## src/sacp_params.svh

```systemverilog
// Timing and width constants for the converter control port
`ifndef SACP_PARAMS_SVH
`define SACP_PARAMS_SVH
`define SACP_DATA_W 16
`define SACP_CLK_NS 100
`define SACP_CONV_TIME_NS 2800
`define SACP_CONV_CYCLES ((`SACP_CONV_TIME_NS) / (`SACP_CLK_NS))
`define SACP_START_LOW_TIME_NS 500
`define SACP_START_LOW_CYCLES ((`SACP_START_LOW_TIME_NS) / (`SACP_CLK_NS))
`define SACP_RESULT_RST 16'h0000
`endif

```

## src/sacp_pkg.sv

```systemverilog
// Types shared by both ends of the converter control port
package sacp_pkg;
  typedef logic [15:0] sacp_word_t;
  typedef enum logic [1:0] {
    SACP_MODE_ALWAYS,
    SACP_MODE_READ,
    SACP_MODE_SLOW,
    SACP_MODE_ROM
  } sacp_mode_e;
endpackage : sacp_pkg

```

## src/sacp_if.sv

```systemverilog
// Pin-level link between converter and host
`timescale 1ns/1ps
interface sacp_if;
  logic unit_sel_n;
  logic conv_start_n;
  logic read_n;
  logic busy_n;
  logic [15:0] data_out;
  logic data_oe;
  modport device (
    input unit_sel_n,
    input conv_start_n,
    input read_n,
    output busy_n,
    output data_out,
    output data_oe
  );
  modport host (
    output unit_sel_n,
    output conv_start_n,
    output read_n,
    input busy_n,
    input data_out,
    input data_oe
  );
endinterface : sacp_if

```

## src/sacp_host.sv

```systemverilog
// Host end: issues start pulses and reads results in the chosen mode
`timescale 1ns/1ps
`include "sacp_params.svh"
module sacp_host
  import sacp_pkg::*;
(
  input wire logic sys_clk,
  input wire logic rst,
  sacp_if.host link,
  input wire sacp_mode_e mode,
  input wire logic req,
  output logic req_ready,
  output logic word_valid,
  input wire logic word_ready,
  output sacp_word_t word
);
  typedef enum {ST_IDLE, ST_PULSE, ST_WAIT_LOW, ST_WAIT_HIGH, ST_READ} sacp_state_e;
  // Four low cycles; exactly the start low limit would not be below it
  localparam int PULSE_CYC = `SACP_START_LOW_CYCLES - 2;
  sacp_state_e state;
  logic [2:0] busy_sync;
  logic busy_lvl;
  logic busy_prev;
  logic [3:0] pulse_cnt;
  logic [1:0][15:0] buf_data;
  logic [1:0] cnt;
  logic wr_ptr;
  logic rd_ptr;
  logic push;
  logic pop;
  logic strobe_low;
  logic [15:0] pin_data;
  logic rom_grab;

  always_ff @(posedge sys_clk or posedge rst) begin
    if (rst) begin
      busy_sync <= 3'h7;
      busy_lvl <= 1'b1;
      busy_prev <= 1'b1;
    end else begin
      busy_sync <= {busy_sync[1:0], link.busy_n};
      if (busy_sync[2] == busy_sync[1]) busy_lvl <= busy_sync[1];
      busy_prev <= busy_lvl;
    end
  end

  assign pin_data = link.data_oe ? link.data_out : 16'h0000;
  assign req_ready = (state == ST_IDLE) && (cnt != 2'h2);

  always_ff @(posedge sys_clk or posedge rst) begin
    if (rst) begin
      state <= ST_IDLE;
      pulse_cnt <= 4'h0;
    end else begin
      case (state)
        ST_IDLE: begin
          if (req && req_ready) begin
            state <= ST_PULSE;
            pulse_cnt <= 4'(PULSE_CYC);
          end
        end
        ST_PULSE: begin
          // Short low pulse keeps the release edge off bit decisions
          if (pulse_cnt != 4'h0) pulse_cnt <= pulse_cnt - 4'h1; // see R04
          else state <= ST_WAIT_LOW;
        end
        ST_WAIT_LOW: begin
          if (!busy_lvl) state <= ST_WAIT_HIGH;
        end
        ST_WAIT_HIGH: begin
          if (busy_lvl && !busy_prev) state <= ST_READ; // see R06
        end
        ST_READ: begin
          // Read mode holds its strobe until the drivers are seen on
          if ((mode != SACP_MODE_READ) || link.data_oe) state <= ST_IDLE;
        end
        default: state <= ST_IDLE;
      endcase
    end
  end

  // Slow mode holds the combined strobe low across the wait
  assign strobe_low = (state == ST_PULSE) ||
    ((mode == SACP_MODE_SLOW) && (state == ST_WAIT_LOW || state == ST_WAIT_HIGH || state == ST_READ));
  assign link.unit_sel_n = 1'b0;
  assign link.conv_start_n = ~strobe_low;
  always_comb begin
    case (mode)
      SACP_MODE_ALWAYS: link.read_n = 1'b0;
      SACP_MODE_READ: link.read_n = ~(state == ST_READ);
      default: link.read_n = ~strobe_low; // see R08
    endcase
  end

  // Device enables its drivers four edges after the strobe falls
  always_ff @(posedge sys_clk or posedge rst) begin
    if (rst) rom_grab <= 1'b0;
    else rom_grab <= (state == ST_PULSE) && (pulse_cnt == 4'h0);
  end

  // ROM mode takes the previous word just after its short strobe
  assign push = (mode == SACP_MODE_ROM) ? rom_grab :
    ((state == ST_READ) && ((mode != SACP_MODE_READ) || link.data_oe));
  assign pop = word_valid && word_ready;
  assign word_valid = (cnt != 2'h0);

  always_ff @(posedge sys_clk or posedge rst) begin
    if (rst) begin
      buf_data <= '0;
      wr_ptr <= 1'b0;
      rd_ptr <= 1'b0;
      cnt <= 2'h0;
    end else begin
      if (push) begin
        buf_data[wr_ptr] <= pin_data;
        wr_ptr <= ~wr_ptr;
      end
      if (pop) rd_ptr <= ~rd_ptr;
      cnt <= cnt + {1'b0, push} - {1'b0, pop};
    end
  end

  always_ff @(posedge sys_clk or posedge rst) begin
    if (rst) word <= 16'h0000;
    else if (pop && (cnt == 2'h2 || !push)) word <= buf_data[~rd_ptr];
    else if (!word_valid || pop) word <= push ? pin_data : buf_data[rd_ptr];
  end
endmodule : sacp_host

```

## src/flat_wrapper.sv

```systemverilog
// flat-port wrapper written by rule: the top's interface ports become plain ports
module sacp_host_flat import sacp_pkg::*;
  (sys_clk, rst, mode, req, req_ready, word_valid, word_ready, word, link_unit_sel_n, link_conv_start_n, link_read_n, link_busy_n, link_data_out, link_data_oe);
  sacp_if link_i ();
  input wire logic sys_clk;
  input wire logic rst;
  input wire sacp_mode_e mode;
  input wire logic req;
  output logic req_ready;
  output logic word_valid;
  input wire logic word_ready;
  output sacp_word_t word;
  output wire logic [$bits(link_i.unit_sel_n)-1:0] link_unit_sel_n;
  output wire logic [$bits(link_i.conv_start_n)-1:0] link_conv_start_n;
  output wire logic [$bits(link_i.read_n)-1:0] link_read_n;
  input wire logic [$bits(link_i.busy_n)-1:0] link_busy_n;
  input wire logic [$bits(link_i.data_out)-1:0] link_data_out;
  input wire logic [$bits(link_i.data_oe)-1:0] link_data_oe;
  assign link_unit_sel_n = link_i.unit_sel_n;
  assign link_conv_start_n = link_i.conv_start_n;
  assign link_read_n = link_i.read_n;
  assign link_i.busy_n = link_busy_n;
  assign link_i.data_out = link_data_out;
  assign link_i.data_oe = link_data_oe;
  sacp_host u_core (.sys_clk(sys_clk), .rst(rst), .link(link_i), .mode(mode), .req(req), .req_ready(req_ready), .word_valid(word_valid), .word_ready(word_ready), .word(word));
endmodule
```

## config.mk

```make
export PLATFORM = sky130hd
export DESIGN_NAME = sacp_host_flat
export DESIGN_NICKNAME = d
export VERILOG_FILES = /design/src/sacp_pkg.sv /design/src/sacp_if.sv /design/src/sacp_host.sv /design/src/flat_wrapper.sv
export VERILOG_INCLUDE_DIRS = /design/src
export SDC_FILE = /design/constraint.sdc
export NUM_CORES = 1
export LEC_CHECK = 0
export ABC_AREA = 1
export BUFFER_PORTS_ARGS = -buffer_cell sky130_fd_sc_hd__clkbuf_2
export CORE_MARGIN = 10
export CORE_UTILIZATION = 63
export CTS_CLUSTER_SIZE = 25
export DETAILED_ROUTE_END_ITERATION = 6
export GPL_TIMING_DRIVEN = 0
export PLACE_DENSITY_LB_ADDON = 0.3
export SLEW_MARGIN = 20
export SYNTH_ARGS = -nofsm -noshare
export SYNTH_HDL_FRONTEND = slang
export SYNTH_SLANG_ARGS = --single-unit
```

## constraint.sdc

```tcl
create_clock -name sys_clk -period 5.4 [get_ports sys_clk]
set_input_delay 0.54 -clock sys_clk [delete_from_list [all_inputs] [get_ports sys_clk]]
set_output_delay 0.54 -clock sys_clk [all_outputs]
set_load 0.005 [all_outputs]
```

==> reports/metrics.yaml, run 1 <==
worstPathCellList: "inv_1 > nor2_1 > o21ai_0 > nor2_1 > nor2_1 > nand2_1 > nand2_1 > clkbuf_2"
setup_violations: 0
yosys_warnings: 0
ys.flop_type: "dfrtp_1"
grt_usage_pct: 20.7
multi_input_area_sq_um: 1700
period_share_pct: 39.7
cp_top_family: "flip-flops"
grt_pass1_wl_mm: 14.9
synth.top_cell.area_share_pct: 41.6
grt_pass1_vias: 3103
ys_types: 32
n_antenna_cell: 0
die_width_microns: 95.7
synth.net_count: 483
hold_violations: 0
clkLatencyLatePin_ns: 0.36
tightest_slew_ns: 0.528
start_kind: "flop"
power.density_nw_per_um2: 485
maxCapViolations: 0
cp_common_cell: "nor2_1"
root_buffer: "clkbuf_8"
vias: 3213
drive_gt1_share_pct: 20.6
cts_setup_buffers: 0
die_y_microns: 95.7
port_buffers: 42
crit_path_top_delay_cell: "dfrtp_1"
final_common_cell: "nand2_1"
ir_drop_mv: 0.253
drc: 0
clock_skew_ns: 0.0117
syn_to_final_growth_pct: 13.9
cts.repair.resized: 0
post_drt_wl_per_cell_microns: 15.0
fin_cells: 586
cellLeakagePower_nw: 2.17
max_slew_margin_pct: 64.8
hpwl_mm: 6.41
synth_seq_cells: 65
slowest_delay_ns: 0.45
synthesis.area_sq_um: 3610
placedCellCount: 570
cts.htree.levels: 3
use_met1_pct: 27.8
antenna_found_initial: 0
synth_area_leader_cell: "dfrtp_1"
ff2ff_setup_slack_ns: 3.27
p_total_mw: 1.99
report.final.slew_viol_count: 0
synth_area_leaders: "dfrtp_1, nand2_1, nand3_1, o21ai_0, o21ai_2"
dieArea_sq_um: 9150
routed_via_density: 5.48
synth.avg_cell_area_sq_um: 7.93
met2_usage_pct: 30.2
cts_buffers: 9
crit_fanout: 6
nets: 537
gr-usage-met3_pct: 7.23
worstRegToRegCells: 8
top_usage_layer: "met2"
postSynthCellCount: 455
crit_path_end_kind: "output pin"
max_freq_mhz: 467
cts-hold-fix-buffers: 0
period_minus_slack_ns: 2.14
register_area_sq_um: 1630
critPathKind: "reg2out"
start_util_pct: 65.1
firstDrtPassIters: 5
cts_tree: "yes"
outcome: "complete, no violations"
timing.setup.tns_ns: 0
rows: 27
cp_data_required_time_ns: 4.86
crit_arrival_ns: 1.60
synth_edf_count: 0
reg2reg_from: "u_core.cnt[0]$_DFF_PP0_"
core_area_sq_um: 5540
crit_buf_inv: 2
ys_async_sr_fraction_pct: 100
routed_wl_mm: 8.78
ys_seq_area_share_pct: 45.3
clkTransAtPathRegs_ns: 0.07
rsz0062_at_grt: "no"
reg2reg_to: "u_core.cnt[1]$_DFF_PP0_"
cp_num_cells: 8
fill_cells: 426
cts.path.max_buffers: 2
clock-sinks: 65
grt_overflow_total: 0
final_cell_mix: "nand2_1, dfrtp_1, nand3_1"
grt_max_degree: 55
ios: 45
finish.utilization_pct: 74.1
place_congestion: 0.911
first_iter_violations: 308
ant_nets: 0
min_path_type: "in2async"
-- registers in the layout, indices dropped and copies added, names as in the netlist, 2 cells and up --
register and cells:
u_core.busy_sync 3, u_core.word 16, u_core.state 3, u_core.cnt 2, u_core.buf_data 32, u_core.pulse_cnt 4
-- through the flow --
stage / setup WS, ns / hold WS, ns / cell area (sq um)
2_1_floorplan: 3.24 / 0.345 / 3610
3_3_place_gp: 2.49 / 0.346 / 3910
3_5_place_dp: 3.17 / 0.347 / 3940
4_1_cts: 3.26 / 0.0884 / 4110
5_1_grt: 3.07 / 0.0858 / 4110
6_report: 3.26 / 0.0849 / 4110
-- routing by layer --
| layer | wire length (microns) | vias to the layer above |
|---|---|---|
| met3 | 800 | 14 |
| met4 | 141 | 0 |
| li1 | - | 1580 |
| met2 | 3870 | 132 |
| met1 | 3960 | 1487 |
| met5 | 0 | - |
-- worst reg2reg max path, delay by kind of cell, from the launching register on --
kind / cells / cell delay, ns
buffers and inverters: 3 / 0.49
adders and majority gates: 2 / 0.40
DFF: 1 / 0.43
AOI/OAI and AO/OA: 1 / 0.45
xor gates and xnor gates: 2 / 0.29
-- cells by family (layout without fill, tap and decap cells) --
group,Yosys count,count (layout),synth area share (%)
XOR/XNOR,5,5,1.21
AND/OR/NAND/NOR,245,245,28.9
multiplexers,11,11,3.05
AO/OA/AOI/OAI,67,67,12.1
flip-flops,65,65,45.3
other,1,1,0.104
buffers and inverters,56,115,7.70
adder cells (fa/ha/maj),5,5,1.67
-- worst max path at each step --
stage | slack, ns | end | from
after floorplan | 3.24 | u_core.buf_data[0]$_DFFE_PP0P_ | rst
after global placement | 2.49 | u_core.buf_data[23]$_DFFE_PP0P_ | rst
after detailed placement | 3.17 | u_core.cnt[1]$_DFF_PP0_ | word_ready
after CTS | 3.26 | link_read_n | u_core.state[1]$_DFFE_PP0P_
after global routing | 3.07 | u_core.cnt[1]$_DFF_PP0_ | u_core.cnt[0]$_DFF_PP0_
final | 3.26 | link_read_n | u_core.state[1]$_DFFE_PP0P_
-- where the power goes --
part	switching (mW)	internal [mW]
clock	0.186	0.192
combinational	0.528	0.331
sequential	0.112	0.642
total	0.826	1.17
-- Yosys cell counts (3+ instances only) --
master	instances
nand2_1	175
dfrtp_1	60
nand3_1	47
o21ai_0	33
inv_1	30
o21ai_2	16
a21boi_0	11
mux2i_1	11
nor2_1	10
buf_2	9
clkbuf_1	7
buf_6	6
dfstp_2	5
ha_1	4
buf_4	3
nand2_2	3
nor3_1	3
xnor2_1	3
-- final cells by class --
type / count / area share, %
multi-input cells: 334 / 41.3
flip-flops and latches: 65 / 39.8
repair buffers: 43 / 5.79
clock buffers: 15 / 4.05
plain buffers: 25 / 3.93
inverters: 31 / 2.89
well taps: 72 / 2.19
clock inverters: 1 / 0.122
Power figures use the tool's default switching activity.
==> run 2, diff against run 1 <==
--- a/config.mk
+++ b/config.mk
@@ -6,10 +6,10 @@
 export SDC_FILE = /design/constraint.sdc
 export NUM_CORES = 1
 export LEC_CHECK = 0
-export ABC_AREA = 1
+export ABC_AREA = 0
 export BUFFER_PORTS_ARGS = -buffer_cell sky130_fd_sc_hd__clkbuf_2
 export CORE_MARGIN = 10
-export CORE_UTILIZATION = 63
+export CORE_UTILIZATION = 52
 export CTS_CLUSTER_SIZE = 25
 export DETAILED_ROUTE_END_ITERATION = 6
 export GPL_TIMING_DRIVEN = 0
==> constraint.sdc (replaced) <==
create_clock -name sys_clk -period 1.7 [get_ports sys_clk]
set_input_delay 0.17 -clock sys_clk [delete_from_list [all_inputs] [get_ports sys_clk]]
set_output_delay 0.17 -clock sys_clk [all_outputs]
set_load 0.005 [all_outputs]
==> run 2 against run 1 <==
The flow now finishes with violations (negative setup slack). Register-to-register slack worse by 3.5 ns. Via count is 3.5% higher. Critical path depth is 2 lower. Global-route usage is 0.22 points higher. Cell count is 12% lower. Non-clock buffer count is 27 higher. Final area is 11% higher. Utilization is 2.6 points lower. Combinational power grew to 3.6 times the previous value. Total power grew to 3.8 times the previous value. Highest routed layer unchanged.
==> reports/metrics.yaml, run 2 <==
final_common_cell: "dfrtp_1"
grt_max_degree: 33
violations: "negative setup slack"
crit_path_end_kind: "flop"
hpwl_mm: 6.53
max_freq_mhz: 507
rsz0062_at_grt: "yes"
routed_via_density: 6.44
grt_pass1_vias: 3433
root_buffer: "clkbuf_8"
critPathKind: "reg2reg"
min_path_type: "in2reg"
outcome: "finished, violations left"
max_slew_margin_pct: 56.5
tightest_slew_ns: 0.652
synth_seq_cells: 65
clkTransAtPathRegs_ns: 0.08
hold_violations: 0
synth-simple-area-share_pct: 15.4
clkLatencyLatePin_ns: 0.35
drc: 0
ys_seq_area_share_pct: 47.6
place_congestion: 0.836
synth_most_common_cell: "dfrtp_1"
drive_gt1_share_pct: 33.2
ys_async_sr_fraction_pct: 100
synth-xor-area-share_pct: 1.02
grt_usage_pct: 20.9
clock-sinks: 65
postSynthCellCount: 357
synth.net_count: 385
yosys_warnings: 0
crit_fanout: 10
ys_types: 46
antenna_found_initial: 0
worst_slack_ns: -0.272
synth_area_leader_cell: "dfrtp_1"
timing.setup.tns_ns: -8.34
start_util_pct: 53.7
start_kind: "flop"
muxShareOfSynthArea_pct: 6.97
dieArea_sq_um: 10200
ir_drop_mv: 1.20
cellLeakagePower_nw: 2.04
syn_to_final_growth_pct: 33.3
crit_arrival_ns: 2.20
synth_fa_ha_area_share_pct: 1.75
power.density_nw_per_um2: 1640
n_antenna_cell: 0
rows: 29
ios: 45
synth_top_family_by_area: "compound AO/OA/AOI/OAI gates"
ant_nets: 0
cts.htree.levels: 3
finish.utilization_pct: 71.5
period_share_pct: 116
cts_tree: "yes"
grt_overflow_total: 0
synth_compound_area_share_pct: 22.4
routed_wl_mm: 11.0
report.final.slew_viol_count: 0
vias: 3327
nets: 463
synth.top_cell.area_share_pct: 43.8
largest_register: "u_core.buf_data"
reg.largest.list: "u_core.buf_data (32), u_core.word (16), u_core.pulse_cnt (4)"
ys.flop_type: "dfrtp_1"
synth_area_leaders: "dfrtp_1, o21ai_0, nand2_1, mux2i_1, dfstp_2"
port_buffers: 42
cts.path.max_buffers: 2
die_width_microns: 101
die_y_microns: 101
first_iter_violations: 344
grt_pass1_wl_mm: 17.2
synth_edf_count: 0
period_minus_slack_ns: 1.97
setup_violations: 51
synthTopCellsByCount: "dfrtp_1, nand2_1, o21ai_0, clkbuf_1, mux2i_1"
synth.avg_cell_area_sq_um: 9.60
firstDrtPassIters: 5
maxCapViolations: 0
post_drt_wl_per_cell_microns: 21.2
p_total_mw: 7.51
core_area_sq_um: 6390
cp_data_required_time_ns: 1.93
clock_skew_ns: 0.00724
final_cell_mix: "dfrtp_1, nand2_1, clkbuf_2"
synthesis.area_sq_um: 3430
cts_buffers: 9
largest_reg_flops: 32
run 2: final timing paths:
path                                                from                         endpoint  slack (ns)  cells after the start
max in group asynchronous                            rst    u_core.busy_sync[2]$_DFF_PP1_        0.76                      5
min in group asynchronous                            rst  u_core.pulse_cnt[3]$_DFFE_PP0P_        0.25                      3
max reg2reg                  u_core.state[1]$_DFFE_PP0P_      u_core.word[15]$_DFFE_PP0P_       -0.27                      6
max                          u_core.state[1]$_DFFE_PP0P_      u_core.word[15]$_DFFE_PP0P_       -0.27                      6
min                                    link_data_out[13]  u_core.buf_data[29]$_DFFE_PP0P_        0.12                      3
min reg2reg                u_core.busy_sync[1]$_DFF_PP1_    u_core.busy_sync[2]$_DFF_PP1_        0.37                      0
run 2: layout make-up:
type / count / area [sq um]
timing repair buffer: 69 / 478
buffer: 26 / 236
sequential: 65 / 1630
inverter: 9 / 42.5
fill: 443 / 1820
tap: 77 / 96.3
multi-input combinational: 255 / 1790
clock inverter: 7 / 166
clock buffer: 9 / 124
run 2: stage by stage:
| stage | std cells | hold WS, ns | setup WS (ns) | cell area (sq um) |
|---|---|---|---|---|
| 4_1_cts | 515 | 0.111 | -0.307 | 4470 |
| 3_5_place_dp | 478 | 0.0671 | -0.604 | 3840 |
| 5_1_grt | 517 | 0.136 | -0.313 | 4570 |
| 6_report | 517 | 0.120 | -0.272 | 4570 |
| 2_1_floorplan | 357 | 0.174 | -0.234 | 3490 |
| 3_3_place_gp | 476 | 0.258 | -0.566 | 3800 |
run 2: report_power, final:
group / total, mW / internal (mW) / switching (mW)
Sequential: 2.48 / 2.08 / 0.397
Combinational: 3.12 / 1.49 / 1.63
Clock: 1.91 / 1.27 / 0.638
run 2: logic make-up after synthesis:
group	count (synthesis)
other	1
DFF	65
adders and majority gates	5
AOI/OAI and AO/OA	113
muxes	22
buffers and inverters	37
xor gates and xnor gates	4
and+or+nand+nor	110
run 2: routing by layer:
| layer | share of wire (%) | GRT usage (%) | up-vias |
|---|---|---|---|
| met4 | 2.9 | 11.6 | 0 |
| li1 | - | - | 1464 |
| met3 | 7.1 | 5.38 | 43 |
| met1 | 40 | 24.7 | 1637 |
| met2 | 50 | 34.1 | 183 |
| met5 | 0 | 0 | - |
run 2: repair_timing:
action / 4_1_cts / 5_1_grt
gates cloned: 1 / 0
endpoints found under the setup margin: 53 / 57
hold endpoints to repair: 34 / 0
pin swaps: 9 / 8
hold buffers: 2 / 0
resized for setup: 58 / 40
setup buffers: 18 / 4
run 2: worst max-delay path: stages, from the launching register on:
cell,delay (ns)
dfrtp_2,0.41
or3b_4,0.43
a21o_1,0.22
a21oi_4,0.19
buf_8,0.18
nor3_1,0.07
o32a_1,0.35
==> run 3, diff against run 2 <==
--- a/config.mk
+++ b/config.mk
@@ -6,14 +6,15 @@
 export SDC_FILE = /design/constraint.sdc
 export NUM_CORES = 1
 export LEC_CHECK = 0
-export ABC_AREA = 0
+export ABC_AREA = 1
 export BUFFER_PORTS_ARGS = -buffer_cell sky130_fd_sc_hd__clkbuf_2
 export CORE_MARGIN = 10
-export CORE_UTILIZATION = 52
+export CORE_UTILIZATION = 58
 export CTS_CLUSTER_SIZE = 25
 export DETAILED_ROUTE_END_ITERATION = 6
 export GPL_TIMING_DRIVEN = 0
 export PLACE_DENSITY_LB_ADDON = 0.3
+export REMOVE_ABC_BUFFERS = 1
 export SLEW_MARGIN = 20
 export SYNTH_ARGS = -nofsm -noshare
 export SYNTH_HDL_FRONTEND = slang
==> constraint.sdc (replaced) <==
create_clock -name sys_clk -period 1.9 [get_ports sys_clk]
set_input_delay 0.19 -clock sys_clk [delete_from_list [all_inputs] [get_ports sys_clk]]
set_output_delay 0.19 -clock sys_clk [all_outputs]
set_load 0.005 [all_outputs]
==> run 3 against run 2 <==
The flow now finishes without violations. Sequential power decreased by 10%. Worst hold slack improved by 0.00085 ns. Critical path depth decreased by 1. Sequential share of layout area increased by 4.1 points. Global-route usage decreased by 3.2 points. First-iteration DRC count decreased by 29%. Utilization decreased by 3.0 points. Register-to-register slack improved by 0.43 ns. Wire length decreased by 19%.
==> reports/metrics.yaml, run 3 (synthesis gave the netlist of run 1 again) <==
ir_drop_mv: 0.744
grt_pass1_wl_mm: 14.6
post_drt_wl_per_cell_microns: 15.4
final_common_cell: "nand2_1"
routed_wl_mm: 8.84
wl_met2_mm: 4.26
cellLeakagePower_nw: 2.15
clkTransAtPathRegs_ns: 0.07
largest_reg_flops: 32
die_width_microns: 98.9
wl_met1_mm: 3.84
cp_data_required_time_ns: 1.71
root_buffer: "clkbuf_8"
timing.setup.tns_ns: 0
grt_max_degree: 53
power.density_nw_per_um2: 1410
startpoint: "u_core.state[1]$_DFFE_PP0P_"
setup_violations: 0
clock_skew_ns: 0.0101
port_buffers: 43
cts.path.max_buffers: 2
dieArea_sq_um: 9770
tightest_slew_ns: 0.538
core_area_sq_um: 5990
drc: 0
cts.htree.levels: 3
rows: 28
min_path_type: "in2reg"
rsz0062_at_grt: "no"
grt_pass1_vias: 3135
maxCapViolations: 0
syn_to_final_growth_pct: 13.8
cts_tree: "yes"
vias: 3182
outcome: "complete, no violations"
max_freq_mhz: 561
ios: 45
wl_met3_microns: 603
ant_nets: 0
cp_common_cell: "nand2_1"
clock-sinks: 65
n_antenna_cell: 0
largest_register: "u_core.buf_data"
first_iter_violations: 245
grt_usage_pct: 17.7
routed_via_density: 5.55
report.final.slew_viol_count: 0
critPathKind: "reg2out"
drive_gt1_share_pct: 20.5
reg.largest.list: "u_core.buf_data (32), u_core.word (16), u_core.pulse_cnt (4)"
hpwl_mm: 5.40
min-delay-start: "link_data_out[14]"
nets: 521
reg2reg_from: "u_core.state[0]$_DFFE_PP0P_"
period_minus_slack_ns: 1.78
final_cell_mix: "nand2_1, dfrtp_1, nand3_1"
crit_arrival_ns: 1.59
worstPathCellList: "nor3_1 > nor2_1 > nand2_1 > nand2_1 > clkbuf_2"
hold_violations: 0
start_kind: "flop"
crit_fanout: 5
place_congestion: 0.835
clkLatencyLatePin_ns: 0.35
die_y_microns: 98.9
crit_path_top_delay_cell: "dfrtp_1"
cts_buffers: 9
grt_overflow_total: 0
antenna_found_initial: 0
start_util_pct: 60.2
firstDrtPassIters: 7
finish.utilization_pct: 68.5
crit_path_end_kind: "output pin"
slowest_delay_ns: 0.46
top_layer: "met4"
max_slew_margin_pct: 64.1
period_share_pct: 93.8
run 3: cell types whose count changed in the layout (fill, tap and decap cells not counted), sizes merged, moves of 13 or more:
| cell | previous run | this run |
|---|---|---|
| nand3 | 8 | 50 |
| a211oi | 13 | 0 |
| inv | 7 | 30 |
| nand2 | 53 | 181 |
| nor2b | 15 | 0 |
| buf | 38 | 5 |
run 3: power breakdown:
group / total, mW / internal, mW / switching (mW)
sequential: 2.23 / 1.83 / 0.404
combinational: 2.35 / 0.914 / 1.44
clock: 1.21 / 0.675 / 0.537
total: 5.80 / 3.42 / 2.38
run 3: path summary, 6_finish.rpt:
check / end / slack [ns] / cells past startpoint
max: link_read_n / 0.12 / 5
min: u_core.buf_data[14]$_DFFE_PP0P_ / 0.12 / 3
max in group asynchronous: u_core.busy_sync[0]$_DFF_PP1_ / 1.03 / 4
max reg2reg: u_core.buf_data[8]$_DFFE_PP0P_ / 0.16 / 9
min reg2reg: u_core.busy_sync[1]$_DFF_PP1_ / 0.36 / 0
min in group asynchronous: u_core.pulse_cnt[3]$_DFFE_PP0P_ / 0.30 / 3
run 3: metrics by stage:
stage	power [mW]	cells	setup slack [ns]	hold WS (ns)	instance area [sq um]
floorplan	3.76	430	-0.210	0.194	3440
global placement	4.30	548	-0.969	0.277	3750
detailed placement	4.42	549	-0.658	0.118	3780
CTS	5.70	571	-0.0692	0.126	4080
global route	6.25	573	0.00526	0.146	4110
finish	5.80	573	0.117	0.121	4110
run 3: critical path, delay by kind of cell, from the launching register on:
kind          cells  cell delay, ns
buf+inv           1            0.11
flops             1            0.46
simple gates      4            0.67
run 3: layout make-up:
| class | count | area [sq um] |
|---|---|---|
| Tap cell | 75 | 93.8 |
| Sequential cell | 65 | 1640 |
| Timing Repair inverter | 1 | 7.51 |
| Multi-Input combinational cell | 335 | 1750 |
| Clock buffer | 13 | 159 |
| Clock inverter | 3 | 40.0 |
| Inverter | 31 | 123 |
| Timing Repair Buffer | 50 | 300 |
| Fill cell | 494 | 1890 |
run 3: repair_timing:
item | in CTS | in global routing
endpoints found under the setup margin | 51 | 17
resized for setup | 8 | 3
endpoints found under the hold margin | 14 | 0
setup buffers | 3 | 1
cloned | 1 | 1
pin swaps | 2 | 0
hold buffers | 2 | 0
run 3: per-layer routing:
metal | track usage [%] | up-vias
met4 | 7.17 | 0
li1 | - | 1548
met3 | 4.26 | 16
met5 | 0 | -
met2 | 29.2 | 125
met1 | 21.7 | 1493
